## src/prs_regs.svh

```systemverilog
// constants for the precharge and run supervisor
`ifndef PRS_REGS_SVH
`define PRS_REGS_SVH
`define PRS_CLK_HZ 32'd10000000
`define PRS_TICK_HZ 32'd10
`define PRS_TICK_DIV (`PRS_CLK_HZ / `PRS_TICK_HZ)
`define PRS_STAGE1_S 32'd4
`define PRS_STAGE2_S 32'd12
`define PRS_WAIT_S 32'd10
`define PRS_RUN_S 32'd5
`define PRS_STAGE1_TICKS (`PRS_STAGE1_S * `PRS_TICK_HZ)
`define PRS_STAGE2_TICKS (`PRS_STAGE2_S * `PRS_TICK_HZ)
`define PRS_WAIT_TICKS (`PRS_WAIT_S * `PRS_TICK_HZ)
`define PRS_RUN_TICKS (`PRS_RUN_S * `PRS_TICK_HZ)
`define PRS_THR1_LOW 10'h029
`define PRS_THR1_HIGH 10'h032
`define PRS_THR2_LOW 10'h1f4
`define PRS_THR2_HIGH 10'h1f4
`define PRS_FAULT_LIMIT 2'h3
`endif

```

## src/prs_pkg.sv

```systemverilog
// types for the precharge and run supervisor
`default_nettype none
package prs_pkg;
    typedef enum logic [2:0] {
        PRS_IDLE,
        PRS_STAGE1,
        PRS_STAGE2,
        PRS_DONE,
        PRS_WAIT,
        PRS_LOCKOUT
    } prs_state_t;
endpackage : prs_pkg
`default_nettype wire

```

## src/prs_supervisor.sv

```systemverilog
// precharge timing, fault retry and redundant run supervision
// Function
// - stage one raises a low bus fault if the bus is not above its threshold within 4 s of the precharge command.
// - stage two raises its own low bus fault if the bus is not above its threshold within 12 s of the command.
// - the threshold follows the line voltage setting, 41 for 380/415 and 50 for 460 in stage one.
// - after a first or second precharge fault the block waits 10 s before clearing it and allowing another attempt.
// - fan and pump outputs stay on for the whole post-fault wait.
// - consecutive precharge faults are counted and the third one enters a lockout shutdown.
// - a 5 s supervision timer starts when the serial run command arrives without the hardwired run input.
// - if the hardwired run input has not arrived when the 5 s timer expires the block shuts down with a run fault.
// - a gate driver fault on any phase shuts the drive down and is reported for that phase.
`timescale 1ns/100ps
`default_nettype none
`include "prs_regs.svh"
module prs_supervisor
    import prs_pkg::*;
(
    // clock and reset
    input wire logic clk_in,
    input wire logic reset_n_in,
    // precharge control
    input wire logic precharge_cmd_in,
    input wire logic line_sel_460_in,
    input wire logic [9:0] bus_volts_in,
    // run commands
    input wire logic hardwired_run_input_in,
    input wire logic serial_run_in,
    // gate driver monitors, one bit per phase
    input wire logic [2:0] gate_fault_in,
    // precharge status
    output logic precharge_ok_out,
    output logic low_bus1_fault_out,
    output logic low_bus2_fault_out,
    output logic lockout_out,
    output logic fan_pump_on_out,
    output logic [1:0] fault_count_out,
    // run and shutdown status
    output logic run_fault_out,
    output logic [2:0] gate_fault_out,
    output logic shutdown_out
);
    logic tick;
    prs_state_t state_r, state_nxt;
    logic [7:0] tcnt_r, tcnt_nxt;
    logic [1:0] fcnt_r, fcnt_nxt;
    logic f1_r, f1_nxt, f2_r, f2_nxt;
    logic s1_ok_r, s1_ok_nxt;
    logic run_tmr_on_r, run_tmr_on_nxt;
    logic [7:0] run_cnt_r, run_cnt_nxt;
    logic run_fault_r, run_fault_nxt;
    logic [2:0] gate_r, gate_nxt;

    // bus threshold for a stage from the line voltage setting
    function automatic logic [9:0] prs_threshold(input logic stage2, input logic sel460);
        if (stage2)
            prs_threshold = sel460 ? `PRS_THR2_HIGH : `PRS_THR2_LOW;
        else
            prs_threshold = sel460 ? `PRS_THR1_HIGH : `PRS_THR1_LOW;
    endfunction : prs_threshold

    // slow time base
    prs_tick_gen u_tick (
        .clk_in(clk_in),
        .reset_n_in(reset_n_in),
        .tick_out(tick)
    );

    // precharge sequence, fault wait and lockout
    always_comb begin
        state_nxt = state_r;
        tcnt_nxt = tcnt_r;
        fcnt_nxt = fcnt_r;
        f1_nxt = f1_r;
        f2_nxt = f2_r;
        s1_ok_nxt = s1_ok_r;
        if (tick && tcnt_r != 8'hff)
            tcnt_nxt = tcnt_r + 8'h1;
        case (state_r)
            PRS_IDLE: begin
                if (precharge_cmd_in) begin
                    state_nxt = PRS_STAGE1;
                    tcnt_nxt = 8'h0;
                    s1_ok_nxt = 1'b0;
                end
            end
            PRS_STAGE1, PRS_STAGE2: begin
                // stage one passes once, stage two must follow within 12 s of the command
                if (state_r == PRS_STAGE1 && bus_volts_in > prs_threshold(1'b0, line_sel_460_in)) begin
                    s1_ok_nxt = 1'b1;
                    state_nxt = PRS_STAGE2;
                end
                if (state_r == PRS_STAGE2 && bus_volts_in > prs_threshold(1'b1, line_sel_460_in)) begin
                    state_nxt = PRS_DONE;
                    fcnt_nxt = 2'h0;
                end else if (state_r == PRS_STAGE1 && !(bus_volts_in > prs_threshold(1'b0, line_sel_460_in))
                             && tcnt_r >= 8'(`PRS_STAGE1_TICKS)) begin
                    f1_nxt = 1'b1;
                end else if (state_r == PRS_STAGE2 && tcnt_r >= 8'(`PRS_STAGE2_TICKS)) begin
                    f2_nxt = 1'b1;
                end
                if (f1_nxt != f1_r || f2_nxt != f2_r) begin
                    fcnt_nxt = fcnt_r + 2'h1;
                    tcnt_nxt = 8'h0;
                    state_nxt = (fcnt_r + 2'h1 == `PRS_FAULT_LIMIT) ? PRS_LOCKOUT : PRS_WAIT;
                end
                if (!precharge_cmd_in && state_nxt != PRS_WAIT && state_nxt != PRS_LOCKOUT)
                    state_nxt = PRS_IDLE;
            end
            PRS_DONE: begin
                if (!precharge_cmd_in)
                    state_nxt = PRS_IDLE;
            end
            PRS_WAIT: begin
                if (tcnt_r >= 8'(`PRS_WAIT_TICKS)) begin
                    state_nxt = PRS_IDLE;
                    f1_nxt = 1'b0;
                    f2_nxt = 1'b0;
                end
            end
            PRS_LOCKOUT: begin
                state_nxt = PRS_LOCKOUT;
            end
            default: state_nxt = PRS_IDLE;
        endcase
    end

    // register precharge state
    always_ff @(posedge clk_in or negedge reset_n_in) begin
        if (!reset_n_in) begin
            state_r <= PRS_IDLE;
            tcnt_r <= 8'h0;
            fcnt_r <= 2'h0;
            f1_r <= 1'b0;
            f2_r <= 1'b0;
            s1_ok_r <= 1'b0;
        end else begin
            state_r <= state_nxt;
            tcnt_r <= tcnt_nxt;
            fcnt_r <= fcnt_nxt;
            f1_r <= f1_nxt;
            f2_r <= f2_nxt;
            s1_ok_r <= s1_ok_nxt;
        end
    end

    // run supervision timer and gate driver capture
    always_comb begin
        run_tmr_on_nxt = run_tmr_on_r;
        run_cnt_nxt = run_cnt_r;
        run_fault_nxt = run_fault_r;
        gate_nxt = gate_r | gate_fault_in;
        if (!hardwired_run_input_in && !serial_run_in) begin
            // request withdrawn, stop supervising so no stale timeout follows
            run_tmr_on_nxt = 1'b0;
        end else if (!run_tmr_on_r && !hardwired_run_input_in && !run_fault_r) begin
            // a hardwired command already present satisfies the check at once, so no restart loop
            run_tmr_on_nxt = 1'b1;
            run_cnt_nxt = 8'h0;
        end else if (run_tmr_on_r) begin
            if (hardwired_run_input_in) begin
                run_tmr_on_nxt = 1'b0;
            end else if (run_cnt_r >= 8'(`PRS_RUN_TICKS)) begin
                run_fault_nxt = 1'b1;
                run_tmr_on_nxt = 1'b0;
            end else if (tick) begin
                run_cnt_nxt = run_cnt_r + 8'h1;
            end
        end
        if (!hardwired_run_input_in && !serial_run_in && run_fault_r)
            run_fault_nxt = 1'b0;
        if (!hardwired_run_input_in && !serial_run_in && !run_tmr_on_r)
            gate_nxt = gate_fault_in;
    end

    // register run supervision state
    always_ff @(posedge clk_in or negedge reset_n_in) begin
        if (!reset_n_in) begin
            run_tmr_on_r <= 1'b0;
            run_cnt_r <= 8'h0;
            run_fault_r <= 1'b0;
            gate_r <= 3'h0;
        end else begin
            run_tmr_on_r <= run_tmr_on_nxt;
            run_cnt_r <= run_cnt_nxt;
            run_fault_r <= run_fault_nxt;
            gate_r <= gate_nxt;
        end
    end

    // status outputs
    assign precharge_ok_out = (state_r == PRS_DONE);
    assign low_bus1_fault_out = f1_r;
    assign low_bus2_fault_out = f2_r;
    assign lockout_out = (state_r == PRS_LOCKOUT);
    assign fan_pump_on_out = (state_r == PRS_WAIT);
    assign fault_count_out = fcnt_r;
    assign run_fault_out = run_fault_r;
    assign gate_fault_out = gate_r;
    assign shutdown_out = f1_r | f2_r | lockout_out | run_fault_r | (|gate_r);

    // checks
    chk_wait_fans: assert property (@(posedge clk_in) disable iff (!reset_n_in)
        (state_r == PRS_WAIT) |-> fan_pump_on_out && (f1_r || f2_r))
        else $error("fan and pump off during fault wait");
    chk_lockout_third: assert property (@(posedge clk_in) disable iff (!reset_n_in)
        $rose(state_r == PRS_LOCKOUT) |-> fcnt_r == `PRS_FAULT_LIMIT)
        else $error("lockout without three faults");
    chk_stage1_time: assert property (@(posedge clk_in) disable iff (!reset_n_in)
        $rose(f1_r) |-> $past(tcnt_r) >= 8'(`PRS_STAGE1_TICKS))
        else $error("stage one fault too early");
    chk_stage2_time: assert property (@(posedge clk_in) disable iff (!reset_n_in)
        $rose(f2_r) |-> $past(tcnt_r) >= 8'(`PRS_STAGE2_TICKS) && $past(s1_ok_r))
        else $error("stage two fault too early");
    chk_stage1_pass: assert property (@(posedge clk_in) disable iff (!reset_n_in)
        state_r == PRS_STAGE1 && precharge_cmd_in
        && bus_volts_in > (line_sel_460_in ? `PRS_THR1_HIGH : `PRS_THR1_LOW) |=> state_r == PRS_STAGE2)
        else $error("stage one not passed above its threshold");
    chk_stage1_hold: assert property (@(posedge clk_in) disable iff (!reset_n_in)
        state_r == PRS_STAGE1
        && bus_volts_in <= (line_sel_460_in ? `PRS_THR1_HIGH : `PRS_THR1_LOW) |=> state_r != PRS_STAGE2)
        else $error("stage one passed at or below its threshold");
    chk_wait_len: assert property (@(posedge clk_in) disable iff (!reset_n_in)
        $fell(state_r == PRS_WAIT) |-> $past(tcnt_r) >= 8'(`PRS_WAIT_TICKS) && !f1_r && !f2_r)
        else $error("fault wait ended early");
    chk_count_clear: assert property (@(posedge clk_in) disable iff (!reset_n_in)
        $rose(state_r == PRS_DONE) |-> fcnt_r == 2'h0)
        else $error("fault count not cleared on success");
    chk_run_fault: assert property (@(posedge clk_in) disable iff (!reset_n_in)
        $rose(run_fault_r) |-> $past(run_cnt_r) >= 8'(`PRS_RUN_TICKS) && !$past(hardwired_run_input_in))
        else $error("run fault without timeout");
    chk_run_start: assert property (@(posedge clk_in) disable iff (!reset_n_in)
        $rose(run_tmr_on_r) |-> run_cnt_r == 8'h0 && $past(hardwired_run_input_in || serial_run_in))
        else $error("run timer started without command");
    chk_gate_stop: assert property (@(posedge clk_in) disable iff (!reset_n_in)
        (|gate_fault_in) |=> shutdown_out && ((gate_r & $past(gate_fault_in)) == $past(gate_fault_in)))
        else $error("gate fault not reported");
endmodule : prs_supervisor
`default_nettype wire

```

## src/prs_tick_gen.sv

```systemverilog
// slow tick divider for the precharge and run supervisor
`timescale 1ns/100ps
`default_nettype none
`include "prs_regs.svh"
module prs_tick_gen (
    // clock and reset
    input wire logic clk_in,
    input wire logic reset_n_in,
    // tick output
    output logic tick_out
);
    logic [31:0] cnt_r;
    logic [31:0] cnt_nxt;
    logic tick_r;
    logic tick_nxt;

    // divide the clock down to a 100 ms tick
    always_comb begin
        tick_nxt = 1'b0;
        cnt_nxt = cnt_r + 32'h1;
        if (cnt_r == `PRS_TICK_DIV - 32'h1) begin
            cnt_nxt = 32'h0;
            tick_nxt = 1'b1;
        end
    end

    // register divider state
    always_ff @(posedge clk_in or negedge reset_n_in) begin
        if (!reset_n_in) begin
            cnt_r <= 32'h0;
            tick_r <= 1'b0;
        end else begin
            cnt_r <= cnt_nxt;
            tick_r <= tick_nxt;
        end
    end

    assign tick_out = tick_r;
endmodule : prs_tick_gen
`default_nettype wire
```

## config.mk

```make
export PLATFORM = sky130hd
export DESIGN_NAME = prs_supervisor
export DESIGN_NICKNAME = d
export VERILOG_FILES = /design/src/prs_pkg.sv /design/src/prs_supervisor.sv /design/src/prs_tick_gen.sv
export VERILOG_INCLUDE_DIRS = /design/src
export SDC_FILE = /design/constraint.sdc
export NUM_CORES = 1
export LEC_CHECK = 0
export ABC_AREA = 1
export BUFFER_PORTS_ARGS = -buffer_cell sky130_fd_sc_hd__buf_2
export CAP_MARGIN = 20
export CORE_MARGIN = 10
export CORE_UTILIZATION = 60
export DETAILED_ROUTE_END_ITERATION = 8
export HOLD_SLACK_MARGIN = 0.03
export PLACE_DENSITY = 0.84
export SYNTH_ARGS = -nofsm -noshare
export SYNTH_HDL_FRONTEND = slang
export SYNTH_SLANG_ARGS = --single-unit
export TNS_END_PERCENT = 10
```

## constraint.sdc

```tcl
create_clock -name clk_in -period 1.62 [get_ports clk_in]
set_input_delay 0.243 -clock clk_in [delete_from_list [all_inputs] [get_ports clk_in]]
set_output_delay 0.243 -clock clk_in [all_outputs]
set_load 0.1 [all_outputs]
```

==> summary.md, run 1 <==
| Metric | Value |
|---|---|
| Status | complete, but fails checks |
| Failing checks | negative setup slack |
| Period utilisation layout | 1.06 |
| Net Sw Power | around 1.8 mW |
| Main flop type after synthesis | dfrtp_1 |
| CP max FO | 2 |
| P_leak | 2.41 nW |
| Post-route ant nets | 0 |
| Synth Instances | around 460 |
| Nets@finish | about 600 |
| Full die area | 0.00962 mm² |
| Clk pwr share | 0.272 |
| Crit path arrival time | 1.47 ns |
| Synth async-reset ratio | 1.00 |
| Starting density of the core | 0.618 |
| Layout Cell Area excl Fill | approximately 0.0048 mm² |
| First-pass GRT wire length | about 17 mm |
| Leading post-synthesis cells by cell area | dfrtp_1 (42%), inv_1 (8.1%), nand2_1 (7.9%), xor2_1 (6.9%), nor2_1 (6.4%) |
| Hold Violations, Final | 0 |
| Maximum VDD drop | 905 µV |
| Cell taking the most area after synthesis | dfrtp_1 |
| RSZ-0062 raised after global routing | true |
| Clock transition at path regs | 0.07 ns |
| Routed len/inst | 16.3 µm |
| Worst-Margin Slew | between 0.4 and 0.5 ns |
| CTS H-Tree Depth | 3 |
| Slew Limit Fails | 0 |
| Min Tclk post-route | roughly 1.7 ns |
| Slew HR | 0.670 |
| Routed vias/inst | 5.51 |
| Initial antenna violation count | 0 |
| Row count | 28 |
| Area Overhead vs Synth | 32.1% |
| GPL Wtd Cong | between 0.9 and 1 |
| Tightest Hold Check Type | input port to flop |
| Net Sw Frac | 0.379 |
| Number of diodes | 0 |
| Pre-Repair DR Iteration Count | 4 |
| Fmax | 583 MHz |
| Most frequent cell after synthesis | inv_1 |
| Avg Cell Area, Syn | 7.88 µm² |
| DRC viols | 0 |
| Yosys top cell area share | 0.417 |
| Largest net degree at the start of global routing | 62 |
| Pwr per Cell Area | about 1000 mW/mm² |
| Vias in the first global route | 3515 |
| Yosys cell types | 29 |
| Worst-Skew Late Latency | ~0.35 ns |
| Grt ovf | 0 |
| Startpoint types | flop |
| Crit end category | output port |
| Share of cells above drive strength 1 | 0.329 |
| Final setup vio count | 16 |
| Die Span Y | 98.1 µm |
| Sequential fraction of the synthesis area | 0.417 |
| Die Wd | 98.1 µm |
| Global Route Usage Sum | 0.205 |
| Number of warnings issued by yosys | 0 |
| Max-cap violations | 0 |
| DP Area | around 0.0043 mm² |
| Cell Area, Synth | around 0.0037 mm² |
| WL final | around 11 mm |
| Critical setup path kind | flop to output port |
| CTS tree | done |
| Register bit count reported by yosys | 61 |
| Area of the core | 0.00592 mm² |
| Clk buf depth | 2 |
| Internal cell power | ~2.9 mW |
| EDFF count, synth | 0 |
| TritonCTS Sinks | 61 |
| Vias | roughly 3600 |
| IO Count | 31 |
| Iter 0 DRT Violations | roughly 230 |
| IO buf count | 30 |
| Hpwl dp | 6.96 mm |
| Sequential Power Share | 0.362 |
| Clk_skew | between 0.008 and 0.009 ns |
| TritonCTS buffer count | 9 |
| Clk root buf | clkbuf_8 |
| CP required | roughly 1.4 ns |
| Post-synth net total | between 400 and 500 |
| Slack of the critical path | -0.0960 ns |
| Synth cell count leaders | inv_1 (79), nand2_1 (77), nor2_1 (62), dfrtp_1 (61), nand3_1 (30) |
| Comb power frac | 0.366 |
| Total negative setup slack | -0.517 ns |
| Setup slack at placement | -0.208 ns |
==> worst max-delay path, cell delays in order, from the launching register on <==
cell,delay [ns]
dfrtp_1,0.40
inv_2,0.07
nor2_4,0.11
inv_2,0.06
nor2_4,0.11
inv_2,0.05
nand4_1,0.13
buf_12,0.19
==> kinds of logic after synthesis <==
kind of cell	share of synthesized area
AND/OR/NAND/NOR	0.338
buffers and inverters	0.0872
flip-flops	0.417
AO/OA/AOI/OAI	0.0489
XOR/XNOR	0.0742
adder cells (fa/ha/maj)	0.0342
==> cells in the final DEF, fill, tap and decap left out, types with 2 or more instances in the layout <==
cell / n
xor2_1: 29
nand2_1: 72
nand2_4: 2
o21ai_0: 10
a21oi_2: 2
clkbuf_1: 2
o21bai_1: 3
nor3_2: 6
nor4_2: 5
nor2_2: 10
xnor2_1: 2
nor4_1: 3
nand4_1: 19
buf_6: 4
nand2_2: 9
inv_1: 71
o21ai_1: 2
o21ai_2: 2
buf_12: 5
dfrtp_2: 7
buf_2: 26
clkbuf_8: 9
buf_4: 58
inv_2: 12
ha_1: 9
nor2_1: 49
clkinv_2: 2
a21oi_1: 12
nor2_4: 9
nor3_4: 3
nand4_2: 2
inv_4: 2
nand3_2: 9
dfrtp_1: 54
nand3b_1: 3
nand3_1: 28
nor3_1: 13
==> stage by stage <==
stage / total power, mW / instances / util / hold slack [ns]
6_report: 4.75 / 647 / 0.816 / 0.0881
2_1_floorplan: 2.58 / 464 / - / -0.0526
4_1_cts: 4.54 / 634 / 0.776 / 0.0809
5_1_grt: 4.93 / 647 / 0.816 / 0.0964
3_3_place_gp: 2.94 / 606 / 0.723 / 0.276
3_5_place_dp: 3.00 / 606 / 0.723 / 0.282
==> worst paths after layout <==
check,start,endpoint,slack [ns],depth (start not counted)
setup / recovery,state_r[0],shutdown_out,-0.1,7
hold / removal,gate_fault_in[2],gate_fault_out[2],0.09,2
setup reg to reg,run_cnt_r[1],run_cnt_r[5],-0.07,8
hold reg to reg,run_cnt_r[6],run_cnt_r[6],0.51,2
max in group asynchronous,reset_n_in,u_tick.cnt_r[6],0.88,3
min in group asynchronous,reset_n_in,low_bus1_fault_out,0.43,3
==> area by class of cell <==
class	instances	area, µm²
Multi-Input combinational cell	318	1990
Sequential cell	61	1540
Fill cell	345	1090
Timing Repair Buffer	94	721
Inverter	85	324
Clock buffer	11	131
Tap cell	75	93.8
Clock inverter	3	40.0
==> state kept, by name (all words and copies together) (netlist names) <==
name and flops:
gate_fault_out 3, u_tick.tick_out 1, low_bus1_fault_out 1, low_bus2_fault_out 1, u_tick.cnt_r 32, fault_count_out 2, state_r 3, run_fault_out 1
run_tmr_on_r 1, tcnt_r 8, run_cnt_r 8
==> routing by layer <==
metal	global-route usage	routed length, µm
met5	0	0
met2	0.348	5300
met3	0.0529	697
met4	0.0805	378
met1	0.241	4200
==> repair_timing <==
item | 4_1_cts | 5_1_grt
buffers inserted | 13 | 13
pin swaps | 4 | 16
gates cloned | 0 | 0
hold buffers | 1 | 0
gates resized for setup | 10 | 45
setup endpoints to repair | 22 | 53
endpoints found under the hold margin | 61 | 0
==> power groups by stage <==
stage               logic (mW)  registers [mW]  clock network, mW
finish                    1.74            1.72               1.29
global route              1.85            1.73               1.36
CTS                       1.54            1.70               1.30
detailed placement        1.26            1.74                  0
global placement          1.21            1.73                  0
floorplan                0.639            1.94                  0
Note: power is estimated with default switching activity, not from simulation.
==> run 2: changes to the inputs <==
==> constraint.sdc (replaced) <==
create_clock -name clk_in -period 1.62 [get_ports clk_in]
set_input_delay 0.162 -clock clk_in [delete_from_list [all_inputs] [get_ports clk_in]]
set_output_delay 0.162 -clock clk_in [all_outputs]
set_load 0.1 [all_outputs]
==> run 2 against run 1 <==
Compared with the run above:
- the flow still finishes with violations (negative setup slack)
- design area down 1.2%
- critical path depth fell by 1
- combinational power down 17%
- core utilization fell by 0.95 points
- via count increased by 1.4%
- fmax grew 1.3%
- cell count shrank 2.5%
- clock skew increased by 0.0048 ns
- setup slack improved by 0.022 ns
- routed wire length shrank 3.7%
- sequential power barely moved
- largest power group is now registers
==> summary.md, run 2 (same netlist as run 1, synthesis figures left out) <==
| Metric | Value |
|---|---|
| Pre-Repair DR Iteration Count | 5 |
| Period utilisation layout | 1.05 |
| Clock transition at path regs | 0.07 ns |
| Die Span Y | about 100 µm |
| Post-route ant nets | 0 |
| Biggest register | u_tick.cnt_r |
| Setup slack at placement | -0.0943 ns |
| Iter 0 DRT Violations | 303 |
| Routed len/inst | around 16 µm |
| P_leak | 2.32 nW |
| Number of diodes | 0 |
| Net Sw Power | between 1.5 and 2 mW |
| Clk_skew | roughly 0.014 ns |
| Depth of the worst register-to-register path | 6 |
| Critical-path cell list | nand2_1 -> nor2_1 -> nand3_1 -> nor4_2 -> xnor2_1 -> inv_1 |
| Internal cell power | around 3 mW |
| Pwr per Cell Area | around 960 mW/mm² |
| Clk pwr share | 0.314 |
| Die Wd | about 98 µm |
| Worst-Skew Late Latency | 0.35 ns |
| IO Count | 31 |
| Fmax | ~590 MHz |
| Hold Crit Endpoint | gate_fault_out[1] |
| CP max stage cell | dfrtp_1 |
| Sequential Power Share | 0.373 |
| Most frequent cells in the layout | inv_1 (74), nand2_1 (72), nor2_1 (51), dfrtp_1 (51), buf_4 (40) |
| Utilization after layout | 0.807 |
| DRC viols | 0 |
| Clk buf depth | 2 |
| Worst-Margin Slew | 0.505 ns |
| Maximum VDD drop | 1230 µV |
| Vias | about 3600 |
| Grt ovf | 0 |
| CP max FO | 4 |
| Largest net degree at the start of global routing | just over 60 |
| Status | complete, but fails checks |
| Share of cells above drive strength 1 | 0.313 |
| Global Route Usage Sum | 0.197 |
| Row count | 28 |
| WL final | 10.2 mm |
| Vias in the first global route | 3396 |
| Nets@finish | just under 600 |
| IO buf count | 30 |
| Clk root buf | clkbuf_8 |
| Total negative setup slack | -0.512 ns |
| Startpoint types | flop |
| Slew HR | 0.666 |
| Max-cap violations | 0 |
| CTS tree | done |
| Hold Violations, Final | 0 |
| Tightest Hold Check Type | input port to flop |
| R2r startpoint | u_tick.cnt_r[9] |
| Initial antenna violation count | 0 |
| Power, Total | around 4.6 mW |
| Slew Limit Fails | 0 |
| Area Overhead vs Synth | 30.6% |
| Area of the core | ~0.0059 mm² |
| Comb power frac | 0.313 |
| Crit end category | flop |
| Crit path arrival time | 1.93 ns |
| Hpwl dp | 6.85 mm |
| GPL Wtd Cong | between 0.9 and 1 |
| Reg-to-reg setup timing slack | -0.07 ns |
| Net Sw Frac | 0.364 |
| Met2 GRT Util | 0.327 |
| TritonCTS Sinks | 61 |
| RSZ-0062 raised after global routing | true |
| RR Endpoint | u_tick.cnt_r[28] |
| Min Tclk post-route | between 1.5 and 2 ns |
| Routed vias/inst | about 5.7 |
| TritonCTS buffer count | 9 |
| Critical Path Max Stage Delay | between 0.4 and 0.5 ns |
| Hold Path Depth | 2 |
| Full die area | between 0.009 and 0.01 mm² |
| CTS H-Tree Depth | 3 |
| CP required | between 1.5 and 2 ns |
| Hold Startpoint | gate_fault_in[1] |
| Critical setup path kind | flop to flop |
| Top flop regs | u_tick.cnt_r: 32 flops, run_cnt_r: 8 flops, tcnt_r: 8 flops |
| Final setup vio count | 16 |
| Met3 global-route usage | 0.0550 |
| Max reg flops | 32 |
| Grt peak-use layer | met2 |
| Failing checks | negative setup slack |
| First-pass GRT wire length | ~16 mm |
| Commonest non-fill, non-tap cell in the layout | inv_1 |
| Slack of the critical path | -0.0741 ns |
| Starting density of the core | 0.618 |
| Met1 usage | 0.231 |
[run 2: per-layer routing]
| layer | routed length, µm | vias up |
|---|---|---|
| met2 | 5030 | 175 |
| met4 | 468 | 0 |
| li1 | - | 1670 |
| met3 | 669 | 61 |
| met1 | 4010 | 1705 |
| met5 | 0 | - |
[run 2: power by group through the flow]
stage	Sequential [mW]	Clock (mW)	Combinational, mW
after floorplan	1.94	0	0.651
after global placement	1.74	0	1.21
after detailed placement	1.74	0	1.24
after CTS	1.70	1.44	1.33
after global routing	1.72	1.52	1.56
final	1.72	1.44	1.44
[run 2: layout make-up]
type                            count  area [µm²]
Fill cell                         362        1140
Multi-Input combinational cell    318        2020
Clock buffer                       13         169
Sequential cell                    61        1540
Clock inverter                      3        42.5
Inverter                           85         327
Tap cell                           75        93.8
Timing Repair Buffer               76         583
[run 2: worst max path at each step]
stage | startpoint | end | slack (ns) | cells past startpoint
4_1_cts | run_cnt_r[0] | run_cnt_r[2] | -0.05 | 9
3_3_place_gp | u_tick.cnt_r[12] | u_tick.cnt_r[14] | -0.08 | 6
2_1_floorplan | state_r[0] | shutdown_out | -0.46 | 6
3_5_place_dp | line_sel_460_in | tcnt_r[4] | -0.09 | 14
6_report | u_tick.cnt_r[9] | u_tick.cnt_r[28] | -0.07 | 6
5_1_grt | u_tick.cnt_r[13] | u_tick.cnt_r[20] | -0.19 | 9
[run 2: critical path: cells and delay by family (launching register included)]
kind | cells | cell delay, ns
buffers and inverters | 1 | 0.05
xor gates and xnor gates | 1 | 0.16
and+or+nand+nor | 4 | 0.95
DFF | 1 | 0.42
[run 2: repair_timing]
action                     in CTS  in global routing
hold endpoints to repair       63                  0
pin swaps                       2                 11
gates cloned                    0                  0
buffers inserted                4                  3
setup endpoints to repair      13                 47
hold buffers                    3                  0
gates resized for setup         8                 50
[run 2: through the flow]
step	std cells	hold WS [ns]	area [µm²]
6_report	631	0.0241	4780
3_5_place_dp	605	0.200	4280
3_3_place_gp	605	0.192	4280
2_1_floorplan	464	-0.134	3690
4_1_cts	628	0.0370	4570
5_1_grt	631	0.0394	4780
